## config.mk

```make
export PLATFORM = sky130hd
export DESIGN_NAME = eqo_top
export DESIGN_NICKNAME = d
export VERILOG_FILES = /design/src/core/eqo_pkg.sv /design/src/core/eqo_top.sv
export VERILOG_INCLUDE_DIRS = /design/src /design/src/core
export SDC_FILE = /design/constraint.sdc
export NUM_CORES = 2
export LEC_CHECK = 0
export BUFFER_PORTS_ARGS = -buffer_cell sky130_fd_sc_hd__buf_2
export CAP_MARGIN = 5
export CELL_PAD_IN_SITES_DETAIL_PLACEMENT = 1
export CELL_PAD_IN_SITES_GLOBAL_PLACEMENT = 1
export CORE_AREA = 3 3 432 348
export DETAILED_ROUTE_END_ITERATION = 16
export DIE_AREA = 0 0 435 351
export HOLD_SLACK_MARGIN = 0.03
export PLACE_DENSITY = 0.78
export SLEW_MARGIN = 25
export SYNTH_ARGS = -nofsm -noshare
export SYNTH_HDL_FRONTEND = slang
export SYNTH_SLANG_ARGS = --single-unit
```

## constraint.sdc

```tcl
create_clock -name ref_clk -period 80.6 [get_ports ref_clk]
set_clock_uncertainty 0.05 [all_clocks]
set_input_delay 8.06 -clock ref_clk [delete_from_list [all_inputs] [get_ports ref_clk]]
set_output_delay 8.06 -clock ref_clk [all_outputs]
set_load 0.1 [all_outputs]
```

## src/core/eqo_params.svh

```systemverilog
// Purpose: constants for the encoder pulse output and absolute transfer block
// Assumes: 125 MHz ref_clk, 8 ns period
// Notes:   object indices are kept as register indices
`ifndef EQO_PARAMS_SVH
`define EQO_PARAMS_SVH

`define EQO_IDX_PULSES_PER_REV   16'h2422
`define EQO_IDX_PHASE_LEAD       16'h2423
`define EQO_IDX_DEMULT           16'h2442
`define EQO_IDX_CTRL_IN2         16'h2120
`define EQO_CTRL_IN2_ABS_BIT     0
`define EQO_CLK_HZ               125000000
`define EQO_MAX_EDGE_PPS_X10     65
`define EQO_MAX_EDGE_PPS_UNIT    100000
`define EQO_ABS_PPS_K            500
`define EQO_ABS_EDGE_DIV         ((`EQO_CLK_HZ + (`EQO_ABS_PPS_K * 1000) - 1) / (`EQO_ABS_PPS_K * 1000))
`define EQO_MIN_EDGE_DIV         ((`EQO_CLK_HZ + (`EQO_MAX_EDGE_PPS_X10 * `EQO_MAX_EDGE_PPS_UNIT) - 1) / (`EQO_MAX_EDGE_PPS_X10 * `EQO_MAX_EDGE_PPS_UNIT))
`define EQO_WAIT_MS              100
`define EQO_MULTI_MS             200
`define EQO_SINGLE_MS            1200
`define EQO_CYC_PER_MS           (`EQO_CLK_HZ / 1000)
`define EQO_PPR_RESET            32'h0000_2710
`define EQO_LEAD_RESET           16'h0000
`define EQO_DEMULT_RESET         32'h0000_0001
`define EQO_ENC_COUNTS_PER_REV   32'h0001_0000

`endif

```

## src/core/eqo_pkg.sv

```systemverilog
// Purpose: types for the encoder pulse output block
// Assumes: constants come from eqo_params.svh
// Notes:   none
package eqo_pkg;
    typedef struct packed {
        logic a;
        logic a_n;
        logic b;
        logic b_n;
        logic z;
        logic z_n;
    } eqo_pins_t;

    typedef struct packed {
        logic        wr;
        logic [15:0] idx;
        logic [31:0] data;
    } eqo_cfg_wr_t;

    typedef enum logic [4:0] {
        EQO_ST_NORMAL = 5'b00001,
        EQO_ST_WAIT   = 5'b00010,
        EQO_ST_MULTI  = 5'b00100,
        EQO_ST_SINGLE = 5'b01000,
        EQO_ST_HOLD   = 5'b10000
    } eqo_state_t;
endpackage : eqo_pkg

```

## src/core/eqo_top.sv

```systemverilog
// Purpose: quadrature encoder pulse output with absolute position transfer
// Assumes: position input and servo state are on ref_clk; request pin is asynchronous
// Notes:   configuration objects are written by index over a simple write port
//
// How it works
// - pulses out per motor revolution follow the pulses-per-revolution object.
// - the phase-lead object selects whether A leads B or B leads A.
// - quadrature edges never come faster than 6.5 million per second.
// - A, B and Z are driven each as a true and complement pair.
// - the output pulse count is further divided by the demultiplication object.
// - absolute data goes out as quadrature pulses on A and B at 500 k edges per second.
// - multi-turn count is sent first, single-turn position second.
// - a request is only honoured while the servo is off.
// - after the request the block waits 100 ms before sending.
// - multi-turn data is sent within 200 ms and single-turn starts 200 ms later.
// - single-turn data is sent within 1200 ms, scaled by the output ratio.
// - normal output resumes after 1200 ms of single-turn sending, once the request is released.
`timescale 1ns/1ps
`include "eqo_params.svh"

module eqo_top
    import eqo_pkg::*;
#(
    parameter int unsigned WAIT_CYC   = `EQO_WAIT_MS * `EQO_CYC_PER_MS,
    parameter int unsigned MULTI_CYC  = `EQO_MULTI_MS * `EQO_CYC_PER_MS,
    parameter int unsigned SINGLE_CYC = `EQO_SINGLE_MS * `EQO_CYC_PER_MS
) (
    input  wire logic        ref_clk,
    input  wire logic        reset,
    input  wire eqo_cfg_wr_t cfg_wr,
    input  wire logic [15:0] cfg_rd_idx,
    output logic      [31:0] cfg_rd_data,
    input  wire logic [31:0] enc_position,
    input  wire logic [31:0] multi_turn,
    input  wire logic        servo_on,
    input  wire logic        absolute_data_request,
    output eqo_pins_t        enc_pins,
    output logic             abs_busy
);

    localparam logic [31:0] ABS_DIV  = 32'(`EQO_ABS_EDGE_DIV);
    localparam logic [31:0] MIN_DIV  = 32'(`EQO_MIN_EDGE_DIV);
    localparam logic [31:0] CPR      = `EQO_ENC_COUNTS_PER_REV;

    // configuration objects
    logic [31:0] ppr_r;
    logic [15:0] lead_r;
    logic [31:0] demult_r;
    logic [15:0] ctrl_in2_r;

    always_ff @(posedge ref_clk) begin
        if (reset) begin
            ppr_r      <= `EQO_PPR_RESET;
            lead_r     <= `EQO_LEAD_RESET;
            demult_r   <= `EQO_DEMULT_RESET;
            ctrl_in2_r <= 16'h0000;
        end else if (cfg_wr.wr) begin
            if (cfg_wr.idx == `EQO_IDX_PULSES_PER_REV) begin
                ppr_r <= cfg_wr.data;
            end else if (cfg_wr.idx == `EQO_IDX_PHASE_LEAD) begin
                lead_r <= cfg_wr.data[15:0];
            end else if (cfg_wr.idx == `EQO_IDX_DEMULT) begin
                demult_r <= (cfg_wr.data == 32'h0) ? 32'h1 : cfg_wr.data;
            end else if (cfg_wr.idx == `EQO_IDX_CTRL_IN2) begin
                ctrl_in2_r <= cfg_wr.data[15:0];
            end
        end
    end

    // read back; unknown indices read zero
    always_ff @(posedge ref_clk) begin
        if (reset) begin
            cfg_rd_data <= 32'h0;
        end else if (cfg_rd_idx == `EQO_IDX_PULSES_PER_REV) begin
            cfg_rd_data <= ppr_r;
        end else if (cfg_rd_idx == `EQO_IDX_PHASE_LEAD) begin
            cfg_rd_data <= {16'h0, lead_r};
        end else if (cfg_rd_idx == `EQO_IDX_DEMULT) begin
            cfg_rd_data <= demult_r;
        end else if (cfg_rd_idx == `EQO_IDX_CTRL_IN2) begin
            cfg_rd_data <= {16'h0, ctrl_in2_r};
        end else begin
            cfg_rd_data <= 32'h0;
        end
    end

    // request pin synchroniser; first stage read only by second
    logic req_s1_r;
    logic req_s2_r;
    always_ff @(posedge ref_clk) begin
        if (reset) begin
            req_s1_r <= 1'b0;
            req_s2_r <= 1'b0;
        end else begin
            req_s1_r <= absolute_data_request;
            req_s2_r <= req_s1_r;
        end
    end

    // effective output pulses per rev after demultiplication
    logic [31:0] eff_ppr;
    assign eff_ppr = (ppr_r / demult_r == 32'h0) ? 32'h1 : ppr_r / demult_r;

    // scale encoder counts into output quadrature edges (4 per pulse)
    function automatic logic [31:0] eqo_scale(input logic [31:0] cnt, input logic [31:0] ppr);
        logic [63:0] prod;
        prod = 64'(cnt) * 64'(ppr) * 64'd4;
        return 32'(prod / 64'(CPR));
    endfunction : eqo_scale

    // target edge count inside the revolution
    logic [31:0] single_pos;
    logic [31:0] tgt_edges;
    assign single_pos = enc_position % CPR;
    assign tgt_edges  = eqo_scale(single_pos, eff_ppr);

    // sequencer
    eqo_state_t  state_r;
    logic [31:0] tmr_r;
    logic [31:0] send_left_r;
    logic        req_seen_r;
    logic        rq_rise;
    assign rq_rise = (req_s2_r || ctrl_in2_r[`EQO_CTRL_IN2_ABS_BIT]) && !req_seen_r;

    always_ff @(posedge ref_clk) begin
        if (reset) begin
            req_seen_r <= 1'b0;
        end else begin
            req_seen_r <= req_s2_r || ctrl_in2_r[`EQO_CTRL_IN2_ABS_BIT];
        end
    end

    logic [31:0] div_r;
    logic        edge_tick;
    assign edge_tick = (div_r == 32'h0);

    always_ff @(posedge ref_clk) begin
        if (reset) begin
            state_r     <= EQO_ST_NORMAL;
            tmr_r       <= 32'h0;
            send_left_r <= 32'h0;
        end else begin
            case (state_r)
                EQO_ST_NORMAL: begin
                    if (rq_rise && !servo_on) begin
                        state_r <= EQO_ST_WAIT;
                        tmr_r   <= 32'h0;
                    end
                end
                EQO_ST_WAIT: begin
                    tmr_r <= tmr_r + 32'h1;
                    if (tmr_r == WAIT_CYC - 1) begin
                        state_r     <= EQO_ST_MULTI;
                        tmr_r       <= 32'h0;
                        send_left_r <= {multi_turn[29:0], 2'b00};
                    end
                end
                EQO_ST_MULTI: begin
                    tmr_r <= tmr_r + 32'h1;
                    if (edge_tick && send_left_r != 32'h0) begin
                        send_left_r <= send_left_r - 32'h1;
                    end
                    if (tmr_r == MULTI_CYC - 1) begin
                        state_r     <= EQO_ST_SINGLE;
                        tmr_r       <= 32'h0;
                        send_left_r <= tgt_edges;
                    end
                end
                EQO_ST_SINGLE: begin
                    tmr_r <= tmr_r + 32'h1;
                    if (edge_tick && send_left_r != 32'h0) begin
                        send_left_r <= send_left_r - 32'h1;
                    end
                    if (tmr_r == SINGLE_CYC - 1) begin
                        state_r <= EQO_ST_HOLD;
                    end
                end
                EQO_ST_HOLD: begin
                    // waits for request release so one request gives one transfer
                    if (!req_seen_r) begin
                        state_r <= EQO_ST_NORMAL;
                    end
                end
                default: state_r <= EQO_ST_NORMAL;
            endcase
        end
    end

    // edge pacing divider: fixed rate when sending, limited rate when tracking
    logic [31:0] div_load;
    assign div_load = (state_r == EQO_ST_MULTI || state_r == EQO_ST_SINGLE) ? ABS_DIV - 32'h1
                                                                          : MIN_DIV - 32'h1;
    always_ff @(posedge ref_clk) begin
        if (reset) begin
            div_r <= 32'h0;
        end else if (edge_tick) begin
            div_r <= div_load;
        end else begin
            div_r <= div_r - 32'h1;
        end
    end

    // normal tracking: follow the divided position one edge per tick
    logic [31:0] out_edges_r;
    logic [1:0]  quad_r;
    logic        step_up;
    logic        step_dn;
    logic        sending;
    assign sending = (state_r == EQO_ST_MULTI || state_r == EQO_ST_SINGLE);
    // distance to target taken around the revolution, so the wrap at the
    // index moves one edge forward instead of unwinding a whole turn
    logic [31:0] trk_mod;
    logic [31:0] trk_diff;
    assign trk_mod  = eff_ppr << 2;
    assign trk_diff = (tgt_edges >= out_edges_r) ? tgt_edges - out_edges_r
                                                 : tgt_edges + trk_mod - out_edges_r;
    assign step_up = edge_tick && (sending ? (send_left_r != 32'h0)
                                           : (state_r == EQO_ST_NORMAL && trk_diff != 32'h0
                                              && trk_diff < (eff_ppr << 1)));
    assign step_dn = edge_tick && !sending && state_r == EQO_ST_NORMAL && trk_diff != 32'h0
                     && trk_diff >= (eff_ppr << 1);

    always_ff @(posedge ref_clk) begin
        if (reset) begin
            out_edges_r <= 32'h0;
            quad_r      <= 2'b00;
        end else begin
            if (step_up) begin
                quad_r <= quad_r + 2'b01;
                if (!sending) begin
                    out_edges_r <= (out_edges_r + 32'h1 >= (eff_ppr << 2)) ? 32'h0 : out_edges_r + 32'h1;
                end
            end else if (step_dn) begin
                quad_r      <= quad_r - 2'b01;
                out_edges_r <= (out_edges_r == 32'h0) ? (eff_ppr << 2) - 32'h1 : out_edges_r - 32'h1;
            end
            if (state_r == EQO_ST_HOLD) begin
                out_edges_r <= tgt_edges; // resync after transfer
            end
        end
    end

    // gray-code phases; lead select swaps A and B
    logic ph_a;
    logic ph_b;
    // a moves first on an up count, so lead select 0 gives a leading b
    assign ph_a = quad_r[1] ^ quad_r[0];
    assign ph_b = quad_r[1];

    always_ff @(posedge ref_clk) begin
        if (reset) begin
            enc_pins <= 6'b010101;
            abs_busy <= 1'b0;
        end else begin
            enc_pins.a   <= lead_r[0] ? ph_b : ph_a;
            enc_pins.a_n <= lead_r[0] ? !ph_b : !ph_a;
            enc_pins.b   <= lead_r[0] ? ph_a : ph_b;
            enc_pins.b_n <= lead_r[0] ? !ph_a : !ph_b;
            enc_pins.z   <= state_r == EQO_ST_NORMAL && out_edges_r == 32'h0;
            enc_pins.z_n <= !(state_r == EQO_ST_NORMAL && out_edges_r == 32'h0);
            abs_busy     <= state_r != EQO_ST_NORMAL;
        end
    end

    // cycles since the last quadrature step, saturating; only the checks read it
    logic [31:0] edge_gap_r;
    always_ff @(posedge ref_clk) begin
        if (reset) begin
            edge_gap_r <= 32'hffff_ffff;
        end else if (step_up || step_dn) begin
            edge_gap_r <= 32'h0;
        end else if (edge_gap_r != 32'hffff_ffff) begin
            edge_gap_r <= edge_gap_r + 32'h1;
        end
    end

    AST_PAIR_A: assert property (@(posedge ref_clk) disable iff (reset) enc_pins.a != enc_pins.a_n)
        else $error("phase a pair not complementary");
    AST_PAIR_B: assert property (@(posedge ref_clk) disable iff (reset) enc_pins.b != enc_pins.b_n)
        else $error("phase b pair not complementary");
    AST_PAIR_Z: assert property (@(posedge ref_clk) disable iff (reset) enc_pins.z != enc_pins.z_n)
        else $error("index pair not complementary");
    AST_TRACK_GAP: assert property (@(posedge ref_clk) disable iff (reset)
        (step_up || step_dn) |-> edge_gap_r >= MIN_DIV - 32'h1)
        else $error("quadrature steps closer than the rate limit");
    AST_ABS_RATE: assert property (@(posedge ref_clk) disable iff (reset)
        (sending && step_up) |-> edge_gap_r >= ABS_DIV - 32'h1)
        else $error("absolute data edges faster than the fixed rate");
    AST_NO_REQ_SERVO_ON: assert property (@(posedge ref_clk) disable iff (reset)
        (state_r == EQO_ST_NORMAL && servo_on) |=> state_r != EQO_ST_WAIT)
        else $error("request honoured while servo on");
    AST_MULTI_FIRST: assert property (@(posedge ref_clk) disable iff (reset)
        (state_r == EQO_ST_WAIT) |=> state_r != EQO_ST_SINGLE)
        else $error("single turn sent before multi turn");
    AST_EDGE_LIMIT: assert property (@(posedge ref_clk) disable iff (reset)
        $changed(quad_r) |=> !$changed(quad_r))
        else $error("edge rate limit exceeded");
endmodule : eqo_top

```

==> Word-level counts from Yosys, hierarchy flattened <==
Cells that the tools add are included.
{ "op_classes": {"mul": 1, "n_reduce_logical": 37, "order_cmp": 4, "addsub": 11, "bitwise": 4, "div_mod_pow": 1, "n_mux": 36, "eq_ne": 23} }
{ "op_table": {"columns": ["op", "count"], "rows": [
  ["$mux W32", 19],
  ["$eq A16 B14 Y1 const B", 8],
  ["$logic_not A32 Y1", 4],
  ["$pmux W32 S4", 1],
  ["$sub A32 B1 Y32 const B", 4],
  ["$ge A32 B32 Y1", 3],
  ["$pmux W32 S3", 1],
  ["$add A32 B1 Y32 const B", 2],
  ["$reduce_bool A32 Y1", 2],
  ["$sub A32 B32 Y32", 2],
  ["$mul A16 B32 Y46", 1],
  ["$add A32 B32 Y32", 1],
  ["$div A32 B32 Y32", 1],
  ["$eq A32 B24 Y1 const B", 1],
  ["$eq A32 B25 Y1 const B", 1],
  ["$eq A32 B28 Y1 const B", 1],
  ["$lt A32 B32 Y1", 1],
  ["$mux W5", 5],
  ["$pmux W5 S5", 1],
  ["$mux W16", 1],
  ["$logic_and A1 B1 Y1", 11],
  ["$ne A2 B2 Y1 const B", 5],
  ["$reduce_and A5 Y1", 2],
  ["$mux W8", 1],
  ["other kinds (21)", 38]
]} }
{ "totals": {"reg_bits": 273, "out_inout_bits": 39} }

==> Longest topological paths before layout <==
{ "depth": {"depth_word": 14, "depth_mapped": 422, "depth_no_buf": 386} }

==> Least setup slack after synthesis <==
Ideal clock, no wire load.
{ "synth_path": {"path_type": "register to register", "from": "register demult_r[11]", "to": "register out_edges_r[20]", "required_ns": 80.455, "t_arrival_ns": 83.792, "path_slack_ns": -3.338, "setup_ns": 0.095, "synth_period_minus_slack_ns": 83.938, "path_stages_with_launch": 375, "cell_sequence": "dfxtp_1 > or4_1 > nor3_1 > nand4_1 > nor3_1 > a21oi_1 > ha_1 > o21ai_0 > nor2b_1 > or2_2 > nor2_1 > inv_1 > nand2_1 > o21ai_0 > ha_1 > o21a_1 > o21a_1 > o21ai_0 > (+339 left out) > mux2i_1 > ha_1 > nor2b_1 > o21a_1 > o21a_1 > o211ai_1 > a21boi_0 > o21a_1 > o31ai_1 > a31oi_1 > o41ai_1 > a21oi_1 > a211oi_1 > a211o_1 > clkbuf_1 > mux2i_1 > nand2_1 > a221oi_1"} }
{ "synth_via": {"elab_chain_cells": 14} }
{ "synth_lines": {"columns": ["item", "line", "text"], "rows": [
  ["start: declaration", "eqo_top.sv:48", "logic [31:0] demult_r;"],
  ["start signal: assignment", "eqo_top.sv:55", "demult_r <= `EQO_DEMULT_RESET;"],
  ["start signal: assignment", "eqo_top.sv:63", "demult_r <= (cfg_wr.data == 32'h0) ? 32'h1 : cfg_wr.data;"],
  ["$div A32 B32 Y32 *", "eqo_top.sv:102", "assign eff_ppr = (ppr_r / demult_r == 32'h0) ? 32'h1 : ppr_r / demult_r;"],
  ["$logic_not A32 Y1", "eqo_top.sv:102", null],
  ["$mux W32 *", "eqo_top.sv:102", null],
  ["parallel branches: the longest is 11 deep, another holds $mul A16 B32 Y46", null, null],
  ["end signal: assignment", "eqo_top.sv:231", "out_edges_r <= (out_edges_r + 32'h1 >= (eff_ppr << 2)) ? 32'h0 : out_edges_r + 32'h1;"],
  ["end signal: assignment", "eqo_top.sv:235", "out_edges_r <= (out_edges_r == 32'h0) ? (eff_ppr << 2) - 32'h1 : out_edges_r - 32'h1;"],
  ["end signal: assignment", "eqo_top.sv:238", "out_edges_r <= tgt_edges;"],
  ["end: declaration", "eqo_top.sv:204", "logic [31:0] out_edges_r;"]
]} }
Every way passes the cells marked *. The select of a mux whose other input is x is not followed.
A chain may end at the register's enable or synchronous reset.

==> Worst setup path in the final report <==
{ "layout_path": {"from": "register demult_r[11]", "to": "register out_edges_r[13]"} }
The elaborated chain is that of the path after synthesis.

==> run summary <==
commonest non-fill, non-tap cell in the layout: buf_4
ys async rst share: 0%
post-synthesis sequential element count: 273
CP dominant cell by count: buf_4
final net count: 12400
Yosys cell types: 98
Final Hold Viols: 0
Relative slew margins: 18.2%
Final ANT Viol Nets: 0
failing checks: negative setup slack
Vias/cell: 6.44
core area: 146000 µm²
gpl congestion: 1.08
Syn Nets: 10100
initial antenna violation count: 34
Crit Path Max Fanout: 20
grt ovf: 0
commonest non-fill, non-tap cells in the layout: buf_4 (2482), nand2_1 (1029), inv_1 (783), ha_1 (733), nor2_1 (730)
drt initial violations: 9477
Final period util: 101%
Tightest Hold Check Type: register to register
Die Ht: 351 µm
setup ws final: -790 ps
H-Tree Depth: 1
total CTS buffers: 29
Setup TNS Final: -20600 ps
Final Max Tran Viols: 0
vias: 84300
Max Buffers Root-to-Sink: 3
Port Buf Inserts: 153
Clock Sinks: 273
clk_lat worst skew: 620 ps
gr usage total: 44.5%
layout cells sized above 1: 30.8%
maximum number of pins on one net before global-route repair: 89
Final Setup Violations: 34
status: complete, but fails checks
highest clock rate: 12.3 MHz
CTS hold repair buffers: 0
Setup WS pre-CTS: -5170 ps
Routed wire per std cell: 29.1 µm
crit path from: demult_r[11]$_SDFFE_PP0P_
Critical Path RT: 81060 ps
FP Rows: 125
first-pass GRT wire length: 524 mm
end of the worst register-to-register path: out_edges_r[13]$_SDFFE_PP0P_
die width: 435 µm
area delta synth->final: 39.3%
dpl cell area: 84700 µm²
Pre-Repair DR Iteration Count: 6
EDFF count, synth: 0
HPWL after DPL: 288 mm
Post-Syn Area: 64300 µm²
CTS root buf: clkbuf_16
endpoint class of the critical path: register
Avg Cell Area, Syn: 7.37 µm²
ys flop type: dfxtp_1
FF-to-FF path depth: 394
CTS tree: built
minimum clock period: 81390 ps
Worst path slowest cell: fa_1
multi-input logic area: 57200 µm²
Initial Util: 44.1%
crit start category: register
full die area: 153000 µm²
reg2reg setup slack: -790 ps
Critical path destination: out_edges_r[13]$_SDFFE_PP0P_
Worst Path Arrival: 81850 ps
worst reg2reg startpoint: demult_r[11]$_SDFFE_PP0P_
number of global-route vias before repair: 85600
post-synthesis sequential area ratio: 8.50%
Least-Margin Pin Slew: 1230 ps
Critical Path Max Stage Delay: 580 ps
Top Family by Delay on Critical Path: compound AO/OA/AOI/OAI gates
synth warn: 0
fillcell total: 18300
Routed WL: 381 mm
Gate Count Post-Synth: 8724
final non-filler cell area: 89500 µm²
sequential cell area: 5470 µm²
crit path buf inv count: 82
max cap viols: 0
Clk pin slew, worst setup/hold paths: 80 ps
I/O pin cnt: 172
CP Class: register to register
worst hold start: div_r[15]$_SDFF_PP0_
CP Depth: 394
drt drc: 0
cell families (layout without fill, tap and decap cells):
group	after synthesis	count (layout)	synth area share, %
and+or+nand+nor	3204	3204	23.7
xor gates and xnor gates	558	558	7.60
other	0	25	0
muxes	177	177	2.93
DFF	273	273	8.50
buffers and inverters	1182	3557	6.93
adders and majority gates	1215	1215	28.9
AOI/OAI and AO/OA	2115	2115	21.5
worst min-delay path by stage:
| stage | end | slack [ps] | depth (start not counted) |
|---|---|---|---|
| after floorplan | req_s2_r$_SDFF_PP0_ | 360 | 1 |
| after global placement | req_s2_r$_SDFF_PP0_ | 390 | 1 |
| after detailed placement | req_s2_r$_SDFF_PP0_ | 390 | 1 |
| after CTS | ctrl_in2_r[6]$_SDFFE_PP0P_ | 410 | 2 |
| after global routing | req_s2_r$_SDFF_PP0_ | 440 | 1 |
| final | div_r[15]$_SDFF_PP0_ | 420 | 2 |
cell type report:
cell class	count	area share (%)
inverters	814	3.45
multi-input cells	7269	63.9
diodes	25	0.0699
repair buffers	2691	22.6
clock buffers	41	0.928
flip-flops and latches	273	6.11
clock inverters	11	0.143
well taps	1968	2.75
Yosys cell counts, drive strengths merged, types with 15 or more instances:
cell	n	area [µm²]
buf	38	158
a21o	208	1560
dfxtp	273	5470
nand3b	21	158
a211o	26	228
o31a	23	201
nand3	196	981
a211oi	89	686
a31o	21	184
or4	32	248
nand2b	71	444
a311oi	20	188
a41oi	17	149
a221oi	25	231
nor2	765	2870
nor3b	15	113
mux2i	90	901
nor3	277	1390
mux2	87	980
o21bai	39	293
or3	81	512
and3	101	632
a22oi	31	233
nor2b	74	463
nand4	102	638
or2	71	444
fa	447	8950
o31ai	46	345
a21boi	34	255
clkbuf	330	1240
a21oi	603	3030
o211ai	61	458
xor2	198	1730
inv	803	3010
xnor2	360	3150
o21ai	417	2090
ha	768	9610
a222oi	16	160
and2	187	1170
nor4	97	619
and4	26	228
nand2	1048	3930
o21a	163	1220
a31oi	92	576
worst register-to-register path: cells and delay by family (launching register included):
family | cells | cell delay (ps)
adders and majority gates | 40 | 13270
xor gates and xnor gates | 1 | 140
muxes | 4 | 1320
and+or+nand+nor | 112 | 22150
DFF | 1 | 330
buffers and inverters | 82 | 12680
AOI/OAI and AO/OA | 155 | 31350
state kept, by name, summed over array words and instances, names as in the netlist, 2 cells and up:
register,cells
quad_r,2
ppr_r,32
enc_pins,6
state_r,5
lead_r,16
ctrl_in2_r,16
demult_r,32
cfg_rd_data,32
out_edges_r,32
send_left_r,32
tmr_r,32
div_r,32
layer usage:
layer | vias to the layer above | share of wire, % | track usage (%)
met5 | - | 0.055 | 0
met3 | 1937 | 13 | 11.4
met2 | 5597 | 42 | 68.3
li1 | 35200 | - | -
met1 | 41500 | 38 | 57.5
met4 | 32 | 7.8 | 23.3
metrics by stage:
step / utilization [%] / hold WS (ps) / cells
final: 61.4 / 418 / 13100
after global routing: 61.4 / 441 / 13100
after CTS: 59.4 / 408 / 13000
after detailed placement: 58.1 / 387 / 12900
after global placement: 58.1 / 386 / 12900
after floorplan: - / 364 / 8724
repair_timing:
item,4_1_cts,5_1_grt
pin swaps,30,193
setup buffers,34,86
endpoints found under the setup margin,52,65
gates resized for setup,170,489
cloned,0,1
Power is left out: the tool's default activity adds up to more than one toggle a clock period on the data nets, which glitch-free logic cannot reach.
